==> src/shared/edpsm_regs.svh <==
/*
 register offsets, byte lane positions and reset values of the port.
 assumes a byte-addressed 32-bit avalon-mm slave with one word per register.
*/
`ifndef EDPSM_REGS_SVH
`define EDPSM_REGS_SVH

// byte offsets of the word registers
`define EDPSM_OFF_LEVEL 4'h0
`define EDPSM_OFF_DIR 4'h4
`define EDPSM_OFF_LAT 4'h8
`define EDPSM_OFF_DRIVE 4'hc

// low data byte and its byte enable
`define EDPSM_LANE0 7:0
`define EDPSM_BE_LO 0

// reset values
`define EDPSM_DIR_RST 8'hff
`define EDPSM_LAT_RST 8'h00
`define EDPSM_BYTE_RST 8'h00
`define EDPSM_WORD_RST 32'h0000_0000

`endif

==> src/shared/edpsm_pkg.sv <==
/*
 types shared by the port controller, its pin multiplexer and the carrier.
 assumes nothing of its surroundings.
*/
`default_nettype none

package edpsm_pkg;
   // data widths of the port and of the bus
   typedef logic [7:0] edpsm_byte_t;
   typedef logic [31:0] edpsm_word_t;
   typedef logic [3:0] edpsm_addr_t;
   // register selected by a bus address
   typedef enum logic [2:0] {
      EDPSM_REG_NONE,
      EDPSM_REG_LEVEL,
      EDPSM_REG_DIR,
      EDPSM_REG_LAT,
      EDPSM_REG_DRIVE
   } edpsm_reg_t;
   // bus answer sequencer
   typedef enum logic {
      EDPSM_BUS_IDLE,
      EDPSM_BUS_ACK
   } edpsm_bus_st_t;
endpackage

`default_nettype wire

==> src/shared/edpsm_pin_if.sv <==
/*
 carrier between the register side and the pin multiplexer.
 assumes both ends run on the same clock.
*/
`timescale 1ns/1ps
`default_nettype none

interface edpsm_pin_if;
   import edpsm_pkg::*;
   // register side to pins
   edpsm_byte_t lat;
   edpsm_byte_t dir;
   edpsm_byte_t seg;
   // pins to register side
   edpsm_byte_t level;
   edpsm_byte_t drive;
   modport ctrl (output lat, output dir, output seg, input level, input drive);
   modport mux (input lat, input dir, input seg, output level, output drive);
endinterface

`default_nettype wire

==> src/logic/edpsm_pinmux.sv <==
/*
 per-pin output drive, direction and segment takeover, plus input sync.
 assumes raw pad levels from outside the clock domain.
*/
`timescale 1ns/1ps
`default_nettype none
`include "edpsm_regs.svh"

module edpsm_pinmux (
   input wire logic clk,
   input wire logic sys_rst,
   edpsm_pin_if.mux pif,
   input wire edpsm_pkg::edpsm_byte_t pad_in,
   output var edpsm_pkg::edpsm_byte_t pad_out,
   output var edpsm_pkg::edpsm_byte_t pad_oe,
   output var edpsm_pkg::edpsm_byte_t lcd_segment_sel
);
   import edpsm_pkg::*;

   edpsm_byte_t sync1_r, sync2_r;
   edpsm_byte_t out_r, oe_r, segsel_r;
   edpsm_byte_t out_nxt, oe_nxt;

   // per pin: segment kills the digital path, direction only when free
   genvar i;
   generate
      for (i = 0; i < $bits(edpsm_byte_t); i++) begin : g_pin
         assign oe_nxt[i] = ~pif.seg[i] & ~pif.dir[i];
         assign out_nxt[i] = pif.lat[i] & oe_nxt[i];
      end
   endgenerate

   // two-stage synchroniser on the pad levels
   always_ff @(posedge clk or posedge sys_rst) begin
      if (sys_rst) begin
         sync1_r <= `EDPSM_BYTE_RST;
         sync2_r <= `EDPSM_BYTE_RST;
      end else begin
         sync1_r <= pad_in;
         sync2_r <= sync1_r;
      end
   end

   // registered pad drive; all drivers off under reset
   always_ff @(posedge clk or posedge sys_rst) begin
      if (sys_rst) begin
         out_r <= `EDPSM_BYTE_RST;
         oe_r <= `EDPSM_BYTE_RST;
         segsel_r <= `EDPSM_BYTE_RST;
      end else begin
         out_r <= out_nxt;
         oe_r <= oe_nxt;
         segsel_r <= pif.seg;
      end
   end

   // segment pins read as zero, port input is unavailable there
   assign pif.level = sync2_r & ~pif.seg;
   assign pif.drive = oe_r;
   assign pad_out = out_r;
   assign pad_oe = oe_r;
   assign lcd_segment_sel = segsel_r;
endmodule

`default_nettype wire

==> src/logic/edpsm_port.sv <==
/*
 eight-pin port with lcd segment sharing: avalon-mm slave holding the
 pin level, direction, output latch and drive status registers.
 assumes seg_enable_low comes from the lcd controller on clk and the
 pads arrive raw from outside; pad wires are resolved outside.
*/
// Decided for this implementation: the Avalon-MM register port and the register offsets.
`timescale 1ns/1ps
`default_nettype none
`include "edpsm_regs.svh"

// Operation
// - eight pins, each latch, direction, input bit
// - direction one puts driver in high impedance
// - direction zero drives latch bit on pin
// - latch register reads back latch, not pins
// - direction set independently for every pin
// - after reset all pins are inputs
// - port functions only while segment disabled
// - enabled segment suppresses digital output
// - direction bit ignored on segment pins
// - pin n carries lcd segment n
module edpsm_port (
   input wire logic clk,
   input wire logic sys_rst,
   input wire edpsm_pkg::edpsm_addr_t avs_address,
   input wire logic avs_read,
   input wire logic avs_write,
   input wire edpsm_pkg::edpsm_word_t avs_writedata,
   input wire logic [3:0] avs_byteenable,
   output var edpsm_pkg::edpsm_word_t avs_readdata,
   output var logic avs_waitrequest,
   input wire edpsm_pkg::edpsm_byte_t seg_enable_low,
   input wire edpsm_pkg::edpsm_byte_t pad_in,
   output var edpsm_pkg::edpsm_byte_t pad_out,
   output var edpsm_pkg::edpsm_byte_t pad_oe,
   output var edpsm_pkg::edpsm_byte_t lcd_segment_sel
);
   import edpsm_pkg::*;

   // map a byte address onto a register
   function automatic edpsm_reg_t reg_sel(input edpsm_addr_t a);
      reg_sel = EDPSM_REG_NONE;
      if (a == `EDPSM_OFF_LEVEL) begin
         reg_sel = EDPSM_REG_LEVEL;
      end else if (a == `EDPSM_OFF_DIR) begin
         reg_sel = EDPSM_REG_DIR;
      end else if (a == `EDPSM_OFF_LAT) begin
         reg_sel = EDPSM_REG_LAT;
      end else if (a == `EDPSM_OFF_DRIVE) begin
         reg_sel = EDPSM_REG_DRIVE;
      end
   endfunction

   edpsm_bus_st_t bus_st_r, bus_st_nxt;
   edpsm_byte_t lat_r, lat_nxt;
   edpsm_byte_t dir_r, dir_nxt;
   edpsm_word_t rdata_r, rdata_nxt;
   edpsm_byte_t rd_byte;
   edpsm_reg_t sel;
   logic req;
   logic acc;
   logic rd_take;
   logic lo_lane;
   logic lat_wr;
   logic dir_wr;

   edpsm_pin_if pin_if ();

   // pin multiplexer: drive, direction, segment takeover, input sync
   edpsm_pinmux u_pinmux (
      .clk(clk),
      .sys_rst(sys_rst),
      .pif(pin_if.mux),
      .pad_in(pad_in),
      .pad_out(pad_out),
      .pad_oe(pad_oe),
      .lcd_segment_sel(lcd_segment_sel)
   );

   // register values and segment enables towards the pins
   assign pin_if.lat = lat_r;
   assign pin_if.dir = dir_r;
   assign pin_if.seg = seg_enable_low;

   // request decode
   assign req = avs_read | avs_write;
   assign sel = reg_sel(avs_address);
   assign acc = req & (bus_st_r == EDPSM_BUS_ACK);
   assign rd_take = avs_read & (bus_st_r == EDPSM_BUS_IDLE);
   assign lo_lane = avs_byteenable[`EDPSM_BE_LO];

   // one wait cycle per access, answer in the second cycle
   assign avs_waitrequest = req & (bus_st_r == EDPSM_BUS_IDLE);

   // answer sequencer
   always_comb begin
      bus_st_nxt = bus_st_r;
      unique case (bus_st_r)
         EDPSM_BUS_IDLE: begin
            if (req) begin
               bus_st_nxt = EDPSM_BUS_ACK;
            end
         end
         EDPSM_BUS_ACK: begin
            bus_st_nxt = EDPSM_BUS_IDLE;
         end
      endcase
   end

   always_ff @(posedge clk or posedge sys_rst) begin
      if (sys_rst) begin
         bus_st_r <= EDPSM_BUS_IDLE;
      end else begin
         bus_st_r <= bus_st_nxt;
      end
   end

   // latch is written through either the level or the latch address
   assign lat_wr = acc & avs_write & lo_lane &
      ((sel == EDPSM_REG_LAT) | (sel == EDPSM_REG_LEVEL));
   assign dir_wr = acc & avs_write & lo_lane & (sel == EDPSM_REG_DIR);
   assign lat_nxt = lat_wr ? avs_writedata[`EDPSM_LANE0] : lat_r;
   assign dir_nxt = dir_wr ? avs_writedata[`EDPSM_LANE0] : dir_r;

   // latch and direction registers; direction powers up as inputs
   always_ff @(posedge clk or posedge sys_rst) begin
      if (sys_rst) begin
         lat_r <= `EDPSM_LAT_RST;
         dir_r <= `EDPSM_DIR_RST;
      end else begin
         lat_r <= lat_nxt;
         dir_r <= dir_nxt;
      end
   end

   // read mux; level shows pins, latch shows latch, unmapped is zero
   assign rd_byte = (sel == EDPSM_REG_LEVEL) ? pin_if.level :
      (sel == EDPSM_REG_DIR) ? dir_r :
      (sel == EDPSM_REG_LAT) ? lat_r :
      (sel == EDPSM_REG_DRIVE) ? pin_if.drive :
      `EDPSM_BYTE_RST;
   assign rdata_nxt = rd_take ? edpsm_word_t'(rd_byte) : rdata_r;

   // read data captured in the wait cycle, held through the answer
   always_ff @(posedge clk or posedge sys_rst) begin
      if (sys_rst) begin
         rdata_r <= `EDPSM_WORD_RST;
      end else begin
         rdata_r <= rdata_nxt;
      end
   end

   assign avs_readdata = rdata_r;
endmodule

`default_nettype wire

==> config.mk <==
export PLATFORM = sky130hd
export DESIGN_NAME = edpsm_port
export DESIGN_NICKNAME = d
export VERILOG_FILES = /design/src/shared/edpsm_pkg.sv /design/src/shared/edpsm_pin_if.sv /design/src/logic/edpsm_pinmux.sv /design/src/logic/edpsm_port.sv
export VERILOG_INCLUDE_DIRS = /design/src /design/src/shared
export SDC_FILE = /design/constraint.sdc
export NUM_CORES = 1
export LEC_CHECK = 0
export ABC_AREA = 1
export BUFFER_PORTS_ARGS = -buffer_cell sky130_fd_sc_hd__buf_2
export CORE_MARGIN = 4
export CORE_UTILIZATION = 45
export CTS_BUF_LIST = sky130_fd_sc_hd__clkbuf_8
export CTS_CLUSTER_DIAMETER = 100
export DETAILED_ROUTE_END_ITERATION = 7
export GPL_TIMING_DRIVEN = 0
export PLACE_DENSITY_LB_ADDON = 0.3
export SYNTH_ARGS = -nofsm -noshare
export SYNTH_HDL_FRONTEND = slang
export SYNTH_SLANG_ARGS = --single-unit
==> constraint.sdc <==
create_clock -name clk -period 4.5 [get_ports clk]
set_input_delay 0.45 -clock clk [delete_from_list [all_inputs] [get_ports clk]]
set_output_delay 0.45 -clock clk [all_outputs]
set_load 0.01 [all_outputs]
==> results of run 1 <==
[state kept, by name (all words and copies together), names as in the netlist]
| name | cells |
|---|---|
| u_pinmux.pad_oe | 8 |
| u_pinmux.sync1_r | 8 |
| dir_r | 8 |
| u_pinmux.pad_out | 8 |
| bus_st_r | 1 |
| u_pinmux.lcd_segment_sel | 8 |
| avs_readdata | 8 |
| lat_r | 8 |
| u_pinmux.sync2_r | 8 |
[kinds of logic (layout without fill, tap and decap cells)]
logic type	after synthesis	after routing	share of synthesized area, %
simple gates	122	122	22.2
flops	65	65	61.9
buf+inv	52	134	11.4
compound gates	17	17	4.35
other cells	1	24	0.142
[stage by stage]
step           cell area (sq um)  hold WS (ns)
2_1_floorplan               2730         0.331
3_3_place_gp                3150         0.332
3_5_place_dp                3170         0.335
4_1_cts                     3360         0.205
5_1_grt                     3360         0.198
6_report                    3360         0.212
[cells in the mapped netlist]
cell	number	share of area [%]
nand3_1	40	7.6
nand3_4	1	0.66
nor2_4	3	1.3
buf_6	1	0.43
nand2_1	24	3.4
nor2_2	1	0.24
inv_1	21	3.0
nand2_2	2	0.47
buf_2	4	0.76
o21ai_0	8	1.5
nor3b_1	8	2.3
inv_2	1	0.14
o21ai_2	8	2.6
conb_1	1	0.14
nand3_2	1	0.38
dfstp_2	8	7.9
nor2_1	42	6.0
buf_4	25	7.1
a21oi_1	1	0.19
dfrtp_1	57	54
[layout make-up]
cell class	instances	area [sq um]
Clock inverter	6	58.8
Sequential cell	65	1640
Clock buffer	10	138
Fill cell	513	2240
Inverter	22	82.6
Tap cell	72	90.1
Timing Repair Buffer	66	345
Buffer	30	219
Multi-Input combinational cell	163	793
[layer usage]
metal / GRT usage (%) / up-vias / wire length (um)
met1: 19.9 / 921 / 2370
met4: 8.63 / 0 / 157
met5: 0 / - / 0
met3: 4.61 / 14 / 433
li1: - / 983 / -
met2: 28.3 / 69 / 2790
[worst max path at each step]
| stage | startpoint | to | cells past startpoint |
|---|---|---|---|
| finish | bus_st_r | avs_waitrequest | 2 |
| global route | bus_st_r | avs_waitrequest | 2 |
| CTS | bus_st_r | avs_waitrequest | 2 |
| detailed placement | avs_read | avs_readdata[0] | 7 |
| global placement | sys_rst | u_pinmux.lcd_segment_sel[0] | 2 |
| floorplan | sys_rst | avs_readdata[0] | 1 |
[critical path, cell delays in order, from the launching register on]
cell and delay (ns):
dfrtp_1 0.41, a21oi_1 0.19, buf_2 0.17
[power groups by stage]
stage          Sequential (mW)  Clock, mW  Combinational, mW
2_1_floorplan            0.716          0              0.110
3_3_place_gp             0.704          0              0.197
3_5_place_dp             0.706          0              0.204
4_1_cts                  0.696      0.494              0.205
5_1_grt                  0.705      0.524              0.225
6_report                 0.697      0.482              0.201
==> results.ini, run 1 <==
[worst_setup_path]
cp_max_fo=3
cp.arrival_ns=1.10
r2r_slack_ns=3.00
reg2reg_depth=5
cp-start-kind=flop
cp_data_required_time_ns=4.05
end_kind=output port
r2r-start=bus_st_r
crit_type=reg2out
rr_endpoint=avs_readdata[0]

[final_layout]
diodes=0
drive_gt1_share_pct=37.8
final_cells=434
final_common_cell=buf_2
post-route-util_pct=60.0
nets=417
mostFrequentLayoutCells=buf_2, dfrtp_1, nor2_1, nand3_1, buf_4
areaGrowthSynthToFinish_pct=27.2

[drt]
wl_per_cell_um=13.2
post-route-drc-count=0
viasPerCell=4.58
initialDrtViolationCount=146
routed_wl_um=5750
firstDrtPassIters=4
drtAntennaViolNets=0
via_count=1987

[power]
p_leak_nw=1.77
vdd_ir_drop_max_mv=0.266
power_frac_seq_pct=50.5
internal_power_mw=1.01
p_comb_share_pct=14.6
total_power_mw=1.38
p_switching_mw=0.370
p_per_area_nw_per_um2=411
p_clk_share_pct=34.9
sw_frac_of_total_pct=26.8

[synth]
synth.cell_area_sq_um=2650
yosysSeqAreaShare_pct=61.9
syn_inst=257
avgSynthCellArea_sq_um=10.3
yosysWarnings=0
yosys.cell_types.count=20
ys_seq_elements=65

[placement]
dp_cells=418
port_buffers=65
gp_congestion=0.819
dp_slack_ns=2.83
place_hpwl_um=4010

[timing]
setup_slack_ns=2.95
fin_skew_ns=0.00634
min_period_ns=1.55
tns_ns=0
slew_viol_final=0
hold_violations=0
relSlewSlack_pct=51.1
finalCritPeriodShare_pct=34.5
setup_viol=0
rsz0062_at_grt=false
max_freq_mhz=644
worst_pin_slew_ns=0.732

[clock_network]
path_clk_slew_ns=0.07
cts_max_level=3
cts_tree=yes
cts_made_buffers=9
clk_latency_ns=0.34
cts_root_buf=clkbuf_8
post_cts_buffers=0
cts_resized=0
cts_hold_buf=0
cts_sinks=65
cts_max_path_buffers=2

[outcome]
status=completed

[global_route]
antenna_found_initial=0
track_usage_pct=16.9
overflow=0
grt_max_degree=36
grt_pass1_vias=2005
grt_first_pass_wirelength_um=9430

[floorplanning]
start_util_pct=47.2
die_x_um=84.7
fp.dieArea_sq_um=7170
rows=27
ios=117
core_sq_um=5610
die_h_um=84.7

[worst_hold_path]
min_path_cells=1
hold_path_end=u_pinmux.sync1_r[3]
worstHoldPathType=in2reg
hp-start=pad_in[3]

[flow_run]
cap_violations=0

(Power assumes the default switching activity.)
==> run 2, diff against run 1 <==
Settings changed: ABC_AREA 1 to 0, CORE_UTILIZATION 45 to 43.
Clock period 4.5 ns to 1.31 ns, I/O delays scaled along.
==> results.ini, run 2 <==
[outcome]
status=finished with violations
violations=negative setup slack

[global_route]
grt_max_degree=66  ; +83%
track_usage_pct=16.3  ; -0.58 points
overflow=0  ; unchanged
grt_pass1_vias=1804  ; -10%
grt_first_pass_wirelength_um=8850  ; -6.2%
antenna_found_initial=0  ; unchanged

[timing]
hold_violations=0  ; unchanged
tns_ns=-5.38  ; -5.38 ns
worst_pin_slew_ns=0.727  ; -0.00538 ns
setup_viol=25  ; +25
max_freq_mhz=588
fin_skew_ns=0.00432  ; -0.00202 ns
relSlewSlack_pct=51.4  ; +0.33 points
slew_viol_final=0  ; unchanged
min_period_ns=1.70
setup_slack_ns=-0.390  ; -3.34 ns
rsz0062_at_grt=true
finalCritPeriodShare_pct=130

[power]
p_leak_nw=1.78  ; +0.54%
vdd_ir_drop_max_mv=0.755  ; +180%
p_per_area_nw_per_um2=1360  ; +230%

[synth]
synth_flop_cell=dfrtp_1
yosysSeqAreaShare_pct=65.5  ; +3.6 points
yosys-top-cells-count=dfrtp_1, buf_4, mux2_2, nor2_1, nand2_1
yosys.cell_types.count=25  ; +25%
synth.most_common_cell=dfrtp_1
synth_enable_flop_cells=0  ; unchanged
syn_inst=189  ; -26%
synth_top_area_share_pct=57.1  ; +3.2 points
yosysWarnings=0  ; unchanged
avgSynthCellArea_sq_um=13.2  ; +28%
yosysTopAreaCell=dfrtp_1
synth.cell_area_sq_um=2500  ; -5.5%
async_reset_ff_share_pct=100  ; unchanged
synth_area_leaders=dfrtp_1, dfstp_2, buf_4
ys_seq_elements=65  ; unchanged

[flow_run]
cap_violations=0  ; unchanged

[worst_setup_path]
critPathMaxStageDelay_ns=0.53  ; +0.12 ns
crit_slowest_cell=or4b_4
cp-start-kind=flop
r2r_slack_ns=-0.39  ; -3.39 ns
cp_max_fo=8  ; +5
cp_data_required_time_ns=1.55  ; -2.50 ns
cp-startpoint=bus_st_r
cp.arrival_ns=1.94  ; +0.84 ns
crit_type=reg2reg
path_cells=or4b_4 > or3_1 > buf_6 > o311ai_2
end_kind=flop
r2r-start=bus_st_r

[drt]
wl_met1_um=2220  ; -6.4%
firstDrtPassIters=4  ; unchanged
wl_per_cell_um=14.2  ; +7.2%
met2WireLength_um=2780  ; -0.22%
drtAntennaViolNets=0  ; unchanged
dr_wl_met3_um=353  ; -18%
viasPerCell=4.54  ; -0.87%
initialDrtViolationCount=51  ; -65%
routed.top_layer=met4
post-route-drc-count=0  ; unchanged
routed_wl_um=5510  ; -4.2%
via_count=1761  ; -11%

[worst_hold_path]
hp-start=avs_writedata[0]
worstHoldPathType=in2reg

[clock_network]
cts_max_level=3  ; unchanged
clk_latency_ns=0.34  ; about the same
cts_made_buffers=9  ; unchanged
cts_max_path_buffers=2  ; unchanged
cts_root_buf=clkbuf_8
path_clk_slew_ns=0.07  ; about the same
cts_sinks=65  ; unchanged
cts_tree=yes

[placement]
place_area_sq_um=3040  ; -3.9%
place_hpwl_um=3690  ; -7.9%
gp_congestion=0.707  ; -14%
port_buffers=65  ; unchanged

[final_layout]
drive_gt1_share_pct=48.4  ; +11 points
final_common_cell=buf_2
areaGrowthSynthToFinish_pct=41.4
n_fill_cell=453  ; -12%
diodes=0  ; unchanged
design_area_sq_um=3530  ; +5.1%
mostFrequentLayoutCells=buf_2, dfrtp_1, buf_4, conb_1, dlygate4sd3_1
nets=371  ; -11%

[floorplanning]
start_util_pct=44.8  ; -2.3 points
core_sq_um=5570  ; -0.60%
ios=117  ; unchanged
fp.dieArea_sq_um=7090  ; -1.0%
die_x_um=84.2  ; -0.51%
die_h_um=84.2  ; -0.51%
rows=27  ; unchanged

run 2: changes by cell type after synthesis, moves of 15 or more:
cell | before | now
inv_1 | 21 | 2
mux2_2 | 0 | 16
nand2_1 | 24 | 9
nand3_1 | 40 | 0
nor2_1 | 42 | 11
run 2: layout make-up:
type                    count  area (sq um)  area share (%)
plain buffers              30           225            6.37
clock buffers               9           124            3.51
clock inverters             7          86.3            2.44
inverters                   2          11.3           0.319
multi-input cells         114           790            22.3
flip-flops and latches     65          1640            46.3
well taps                  72          90.1            2.55
repair buffers             89           571            16.1
run 2: through the flow:
stage	worst slack, ns	instances	hold WS (ns)	power [mW]	util [%]
after global placement	-0.540	349	0.239	2.96	54.6
after floorplan	-0.448	212	0.162	2.75	-
final	-0.390	388	0.0348	4.81	63.4
after CTS	-0.500	386	0.0184	4.85	62.5
after global routing	-0.408	388	0.0189	5.06	63.4
after detailed placement	-0.572	349	0.240	2.99	54.6
run 2: timing repair:
action	4_1_cts	5_1_grt
setup buffers	5	2
pin swaps	4	2
hold buffers	16	1
setup endpoints to repair	24	25
hold endpoints to repair	24	30
resized for setup	9	5
run 2: logic make-up after synthesis:
logic type      Yosys count  synth area share (%)
compound gates           23                  6.46
buf+inv                  33                  9.06
flops                    65                  65.5
mux                      16                  7.21
simple gates             51                  11.6
other cells               1                 0.150
run 2: power by group:
group	leakage (nW)	internal, mW	switching, mW
sequential	0.792	2.24	0.107
clock	0.110	1.05	0.737
combinational	0.874	0.362	0.318
run 2: critical path: cells and delay by family, from the launching register on:
| family | cells | cell delay, ns |
|---|---|---|
| DFF | 1 | 0.38 |
| buffers and inverters | 1 | 0.16 |
| and+or+nand+nor | 2 | 0.87 |
| AOI/OAI and AO/OA | 1 | 0.20 |
run 2: per-layer routing:
| layer | global-route usage [%] | vias up |
|---|---|---|
| met1 | 19.2 | 844 |
| li1 | - | 846 |
| met3 | 3.83 | 12 |
| met2 | 26.8 | 59 |
| met5 | 0 | - |
| met4 | 10.5 | 0 |
run 2: path summary, 6_finish.rpt:
path | end | cells past startpoint
hold reg to reg | u_pinmux.sync2_r[7] | 0
max in group asynchronous | dir_r[0] | 4
hold / removal | dir_r[0] | 2
setup / recovery | avs_readdata[7] | 4
setup reg to reg | avs_readdata[7] | 4
min in group asynchronous | u_pinmux.pad_out[7] | 3
==> run 3, diff against run 2 <==
--- a/config.mk
+++ b/config.mk
@@ -9,6 +9,8 @@
 export ABC_AREA = 0
 export BUFFER_PORTS_ARGS = -buffer_cell sky130_fd_sc_hd__buf_2
+export CELL_PAD_IN_SITES_DETAIL_PLACEMENT = 2
+export CELL_PAD_IN_SITES_GLOBAL_PLACEMENT = 2
 export CORE_MARGIN = 4
-export CORE_UTILIZATION = 43
+export CORE_UTILIZATION = 27
 export CTS_BUF_LIST = sky130_fd_sc_hd__clkbuf_8
 export CTS_CLUSTER_DIAMETER = 100
==> constraint.sdc (replaced) <==
create_clock -name clk -period 1.31 [get_ports clk]
set_input_delay 0.131 -clock clk [delete_from_list [all_inputs] [get_ports clk]]
set_output_delay 0.131 -clock clk [all_outputs]
set_load 0.1 [all_outputs]
==> results.ini, run 3 (synthesized netlist as in run 2, its figures left out) <==
[clock_network]
cts_made_buffers=9  ; unchanged
cts_root_buf=clkbuf_8
cts_sinks=65  ; unchanged
path_clk_slew_ns=0.07  ; about the same
cts_tree=yes
clk_latency_ns=0.33  ; about the same
cts_max_path_buffers=2  ; unchanged
cts_max_level=3  ; unchanged

[global_route]
grt_pass1_vias=2156  ; +20%
antenna_found_initial=0  ; unchanged
track_usage_pct=13.1  ; -3.2 points
grt_max_degree=27  ; -59%
overflow=0  ; unchanged
grt_first_pass_wirelength_um=11100  ; +25%

[final_layout]
areaGrowthSynthToFinish_pct=44.6
mostFrequentLayoutCells=buf_2, dfrtp_1, buf_4, conb_1, dlygate4sd3_1
diodes=0  ; unchanged
drive_gt1_share_pct=48.1  ; -0.32 points
nets=371  ; unchanged
final_common_cell=buf_2

[worst_setup_path]
crit_slowest_cell=or4b_4
r2r-start=bus_st_r
cp-start-kind=flop
cp_data_required_time_ns=1.55  ; about the same
crit_type=reg2reg
r2r_slack_ns=-0.48  ; -0.09 ns
end_kind=flop
path_cells=or4b_4 > or3_4 > o311ai_4
cp_max_fo=8  ; unchanged
rr_endpoint=avs_readdata[7]
cp.arrival_ns=2.03  ; +0.09 ns
reg2reg_depth=3  ; -1
critPathMaxStageDelay_ns=0.53  ; about the same

[placement]
dp_slack_ns=-0.619  ; -0.0478 ns
gp_congestion=0.704  ; -0.41%
port_buffers=65  ; unchanged
place_hpwl_um=4750  ; +29%

[drt]
viasPerCell=4.38  ; -3.6%
via_count=1856  ; +5.4%
wl_per_cell_um=15.9  ; +12%
post-route-drc-count=0  ; unchanged
initialDrtViolationCount=47  ; -7.8%
drtAntennaViolNets=0  ; unchanged
routed_wl_um=6760  ; +23%
firstDrtPassIters=4  ; unchanged

[worst_hold_path]
hp-start=avs_writedata[3]
hold_path_end=dir_r[3]
worstHoldPathType=in2reg
min_path_cells=2  ; unchanged

[timing]
max_freq_mhz=560  ; -4.8%
relSlewSlack_pct=62.3  ; +11 points
min_period_ns=1.79  ; +0.0853 ns
hold_violations=0  ; unchanged
setup_viol=25  ; unchanged
fin_skew_ns=0.0105  ; +0.00614 ns
setup_slack_ns=-0.476  ; -0.0853 ns
rsz0062_at_grt=true
finalCritPeriodShare_pct=136  ; +6.5 points
worst_pin_slew_ns=0.566  ; -0.161 ns
slew_viol_final=0  ; unchanged
whs_ns=0.0461  ; +0.0113 ns

[power]
p_leak_nw=1.79  ; +1.1%
total_power_mw=5.69  ; +18%
vdd_ir_drop_max_mv=0.395  ; -48%
p_per_area_nw_per_um2=1570  ; +16%

[floorplanning]
start_util_pct=28.2  ; -17 points
rows=34  ; +26%
fp.dieArea_sq_um=10900  ; +53%
die_x_um=104  ; +24%
core_sq_um=8850  ; +59%
die_h_um=104  ; +24%
ios=117  ; unchanged

[flow_run]
cap_violations=0  ; unchanged

[outcome]
violations=negative setup slack
status=finished with violations

[run 3: changes by cell type in the layout (fill, tap and decap cells not counted), sizes merged]
cell	change
buf	-4
bufinv	-1
clkbuf	+6
clkinv	-3
inv	+2
[run 3: timing repair]
item | CTS | global route
pin swaps | 4 | 3
setup buffers | 7 | 1
hold buffers | 17 | 0
gates resized for setup | 13 | 9
hold endpoints to repair | 39 | 0
setup endpoints to repair | 26 | 29
[run 3: layout make-up]
| class | instances | area, sq um |
|---|---|---|
| Tap cell | 108 | 135 |
| Sequential cell | 65 | 1640 |
| Timing Repair Buffer | 90 | 612 |
| Fill cell | 943 | 5240 |
| Multi-Input combinational cell | 114 | 805 |
| Inverter | 2 | 11.3 |
| Clock inverter | 5 | 48.8 |
| Clock buffer | 11 | 151 |
| Buffer | 29 | 214 |
[run 3: metal layers]
layer | GRT usage (%) | vias up | routed length (um)
li1 | - | 835 | -
met1 | 15.0 | 954 | 2710
met2 | 22.7 | 58 | 3590
met3 | 4.47 | 9 | 364
met4 | 4.56 | 0 | 96
met5 | 0 | - | 0
[run 3: worst max-delay path, delay by kind of cell (launching register included)]
kind             cells  cell delay, ns
flip-flops           1            0.39
AO/OA/AOI/OAI        1            0.27
AND/OR/NAND/NOR      2            1.04
[run 3: how the worst max path moves through the flow]
stage                   start              end  slack [ns]  cells after the start
3_3_place_gp   avs_address[2]         dir_r[1]       -0.61                      5
3_5_place_dp   avs_address[2]         dir_r[0]       -0.62                      5
4_1_cts              bus_st_r  avs_readdata[7]       -0.49                      4
2_1_floorplan        bus_st_r  avs_readdata[7]       -0.46                      5
6_report             bus_st_r  avs_readdata[7]       -0.48                      3
5_1_grt              bus_st_r  avs_readdata[7]       -0.52                      3
[run 3: per-stage QoR]
stage | instances | setup TNS, ns | utilization, % | area (sq um)
global placement | 385 | -12.24 | 35.0 | 3090
floorplan | 212 | -5.53 | - | 2630
finish | 424 | -6.58 | 40.8 | 3610
CTS | 426 | -7.25 | 40.7 | 3600
global route | 424 | -8.20 | 40.8 | 3610
detailed placement | 387 | -10.63 | 35.4 | 3130
[run 3: report_power, final]
group          leakage [nW]  switching, mW  internal (mW)
Clock                 0.109          0.738          0.963
Combinational         0.893           1.25          0.390
Sequential            0.792          0.113           2.24
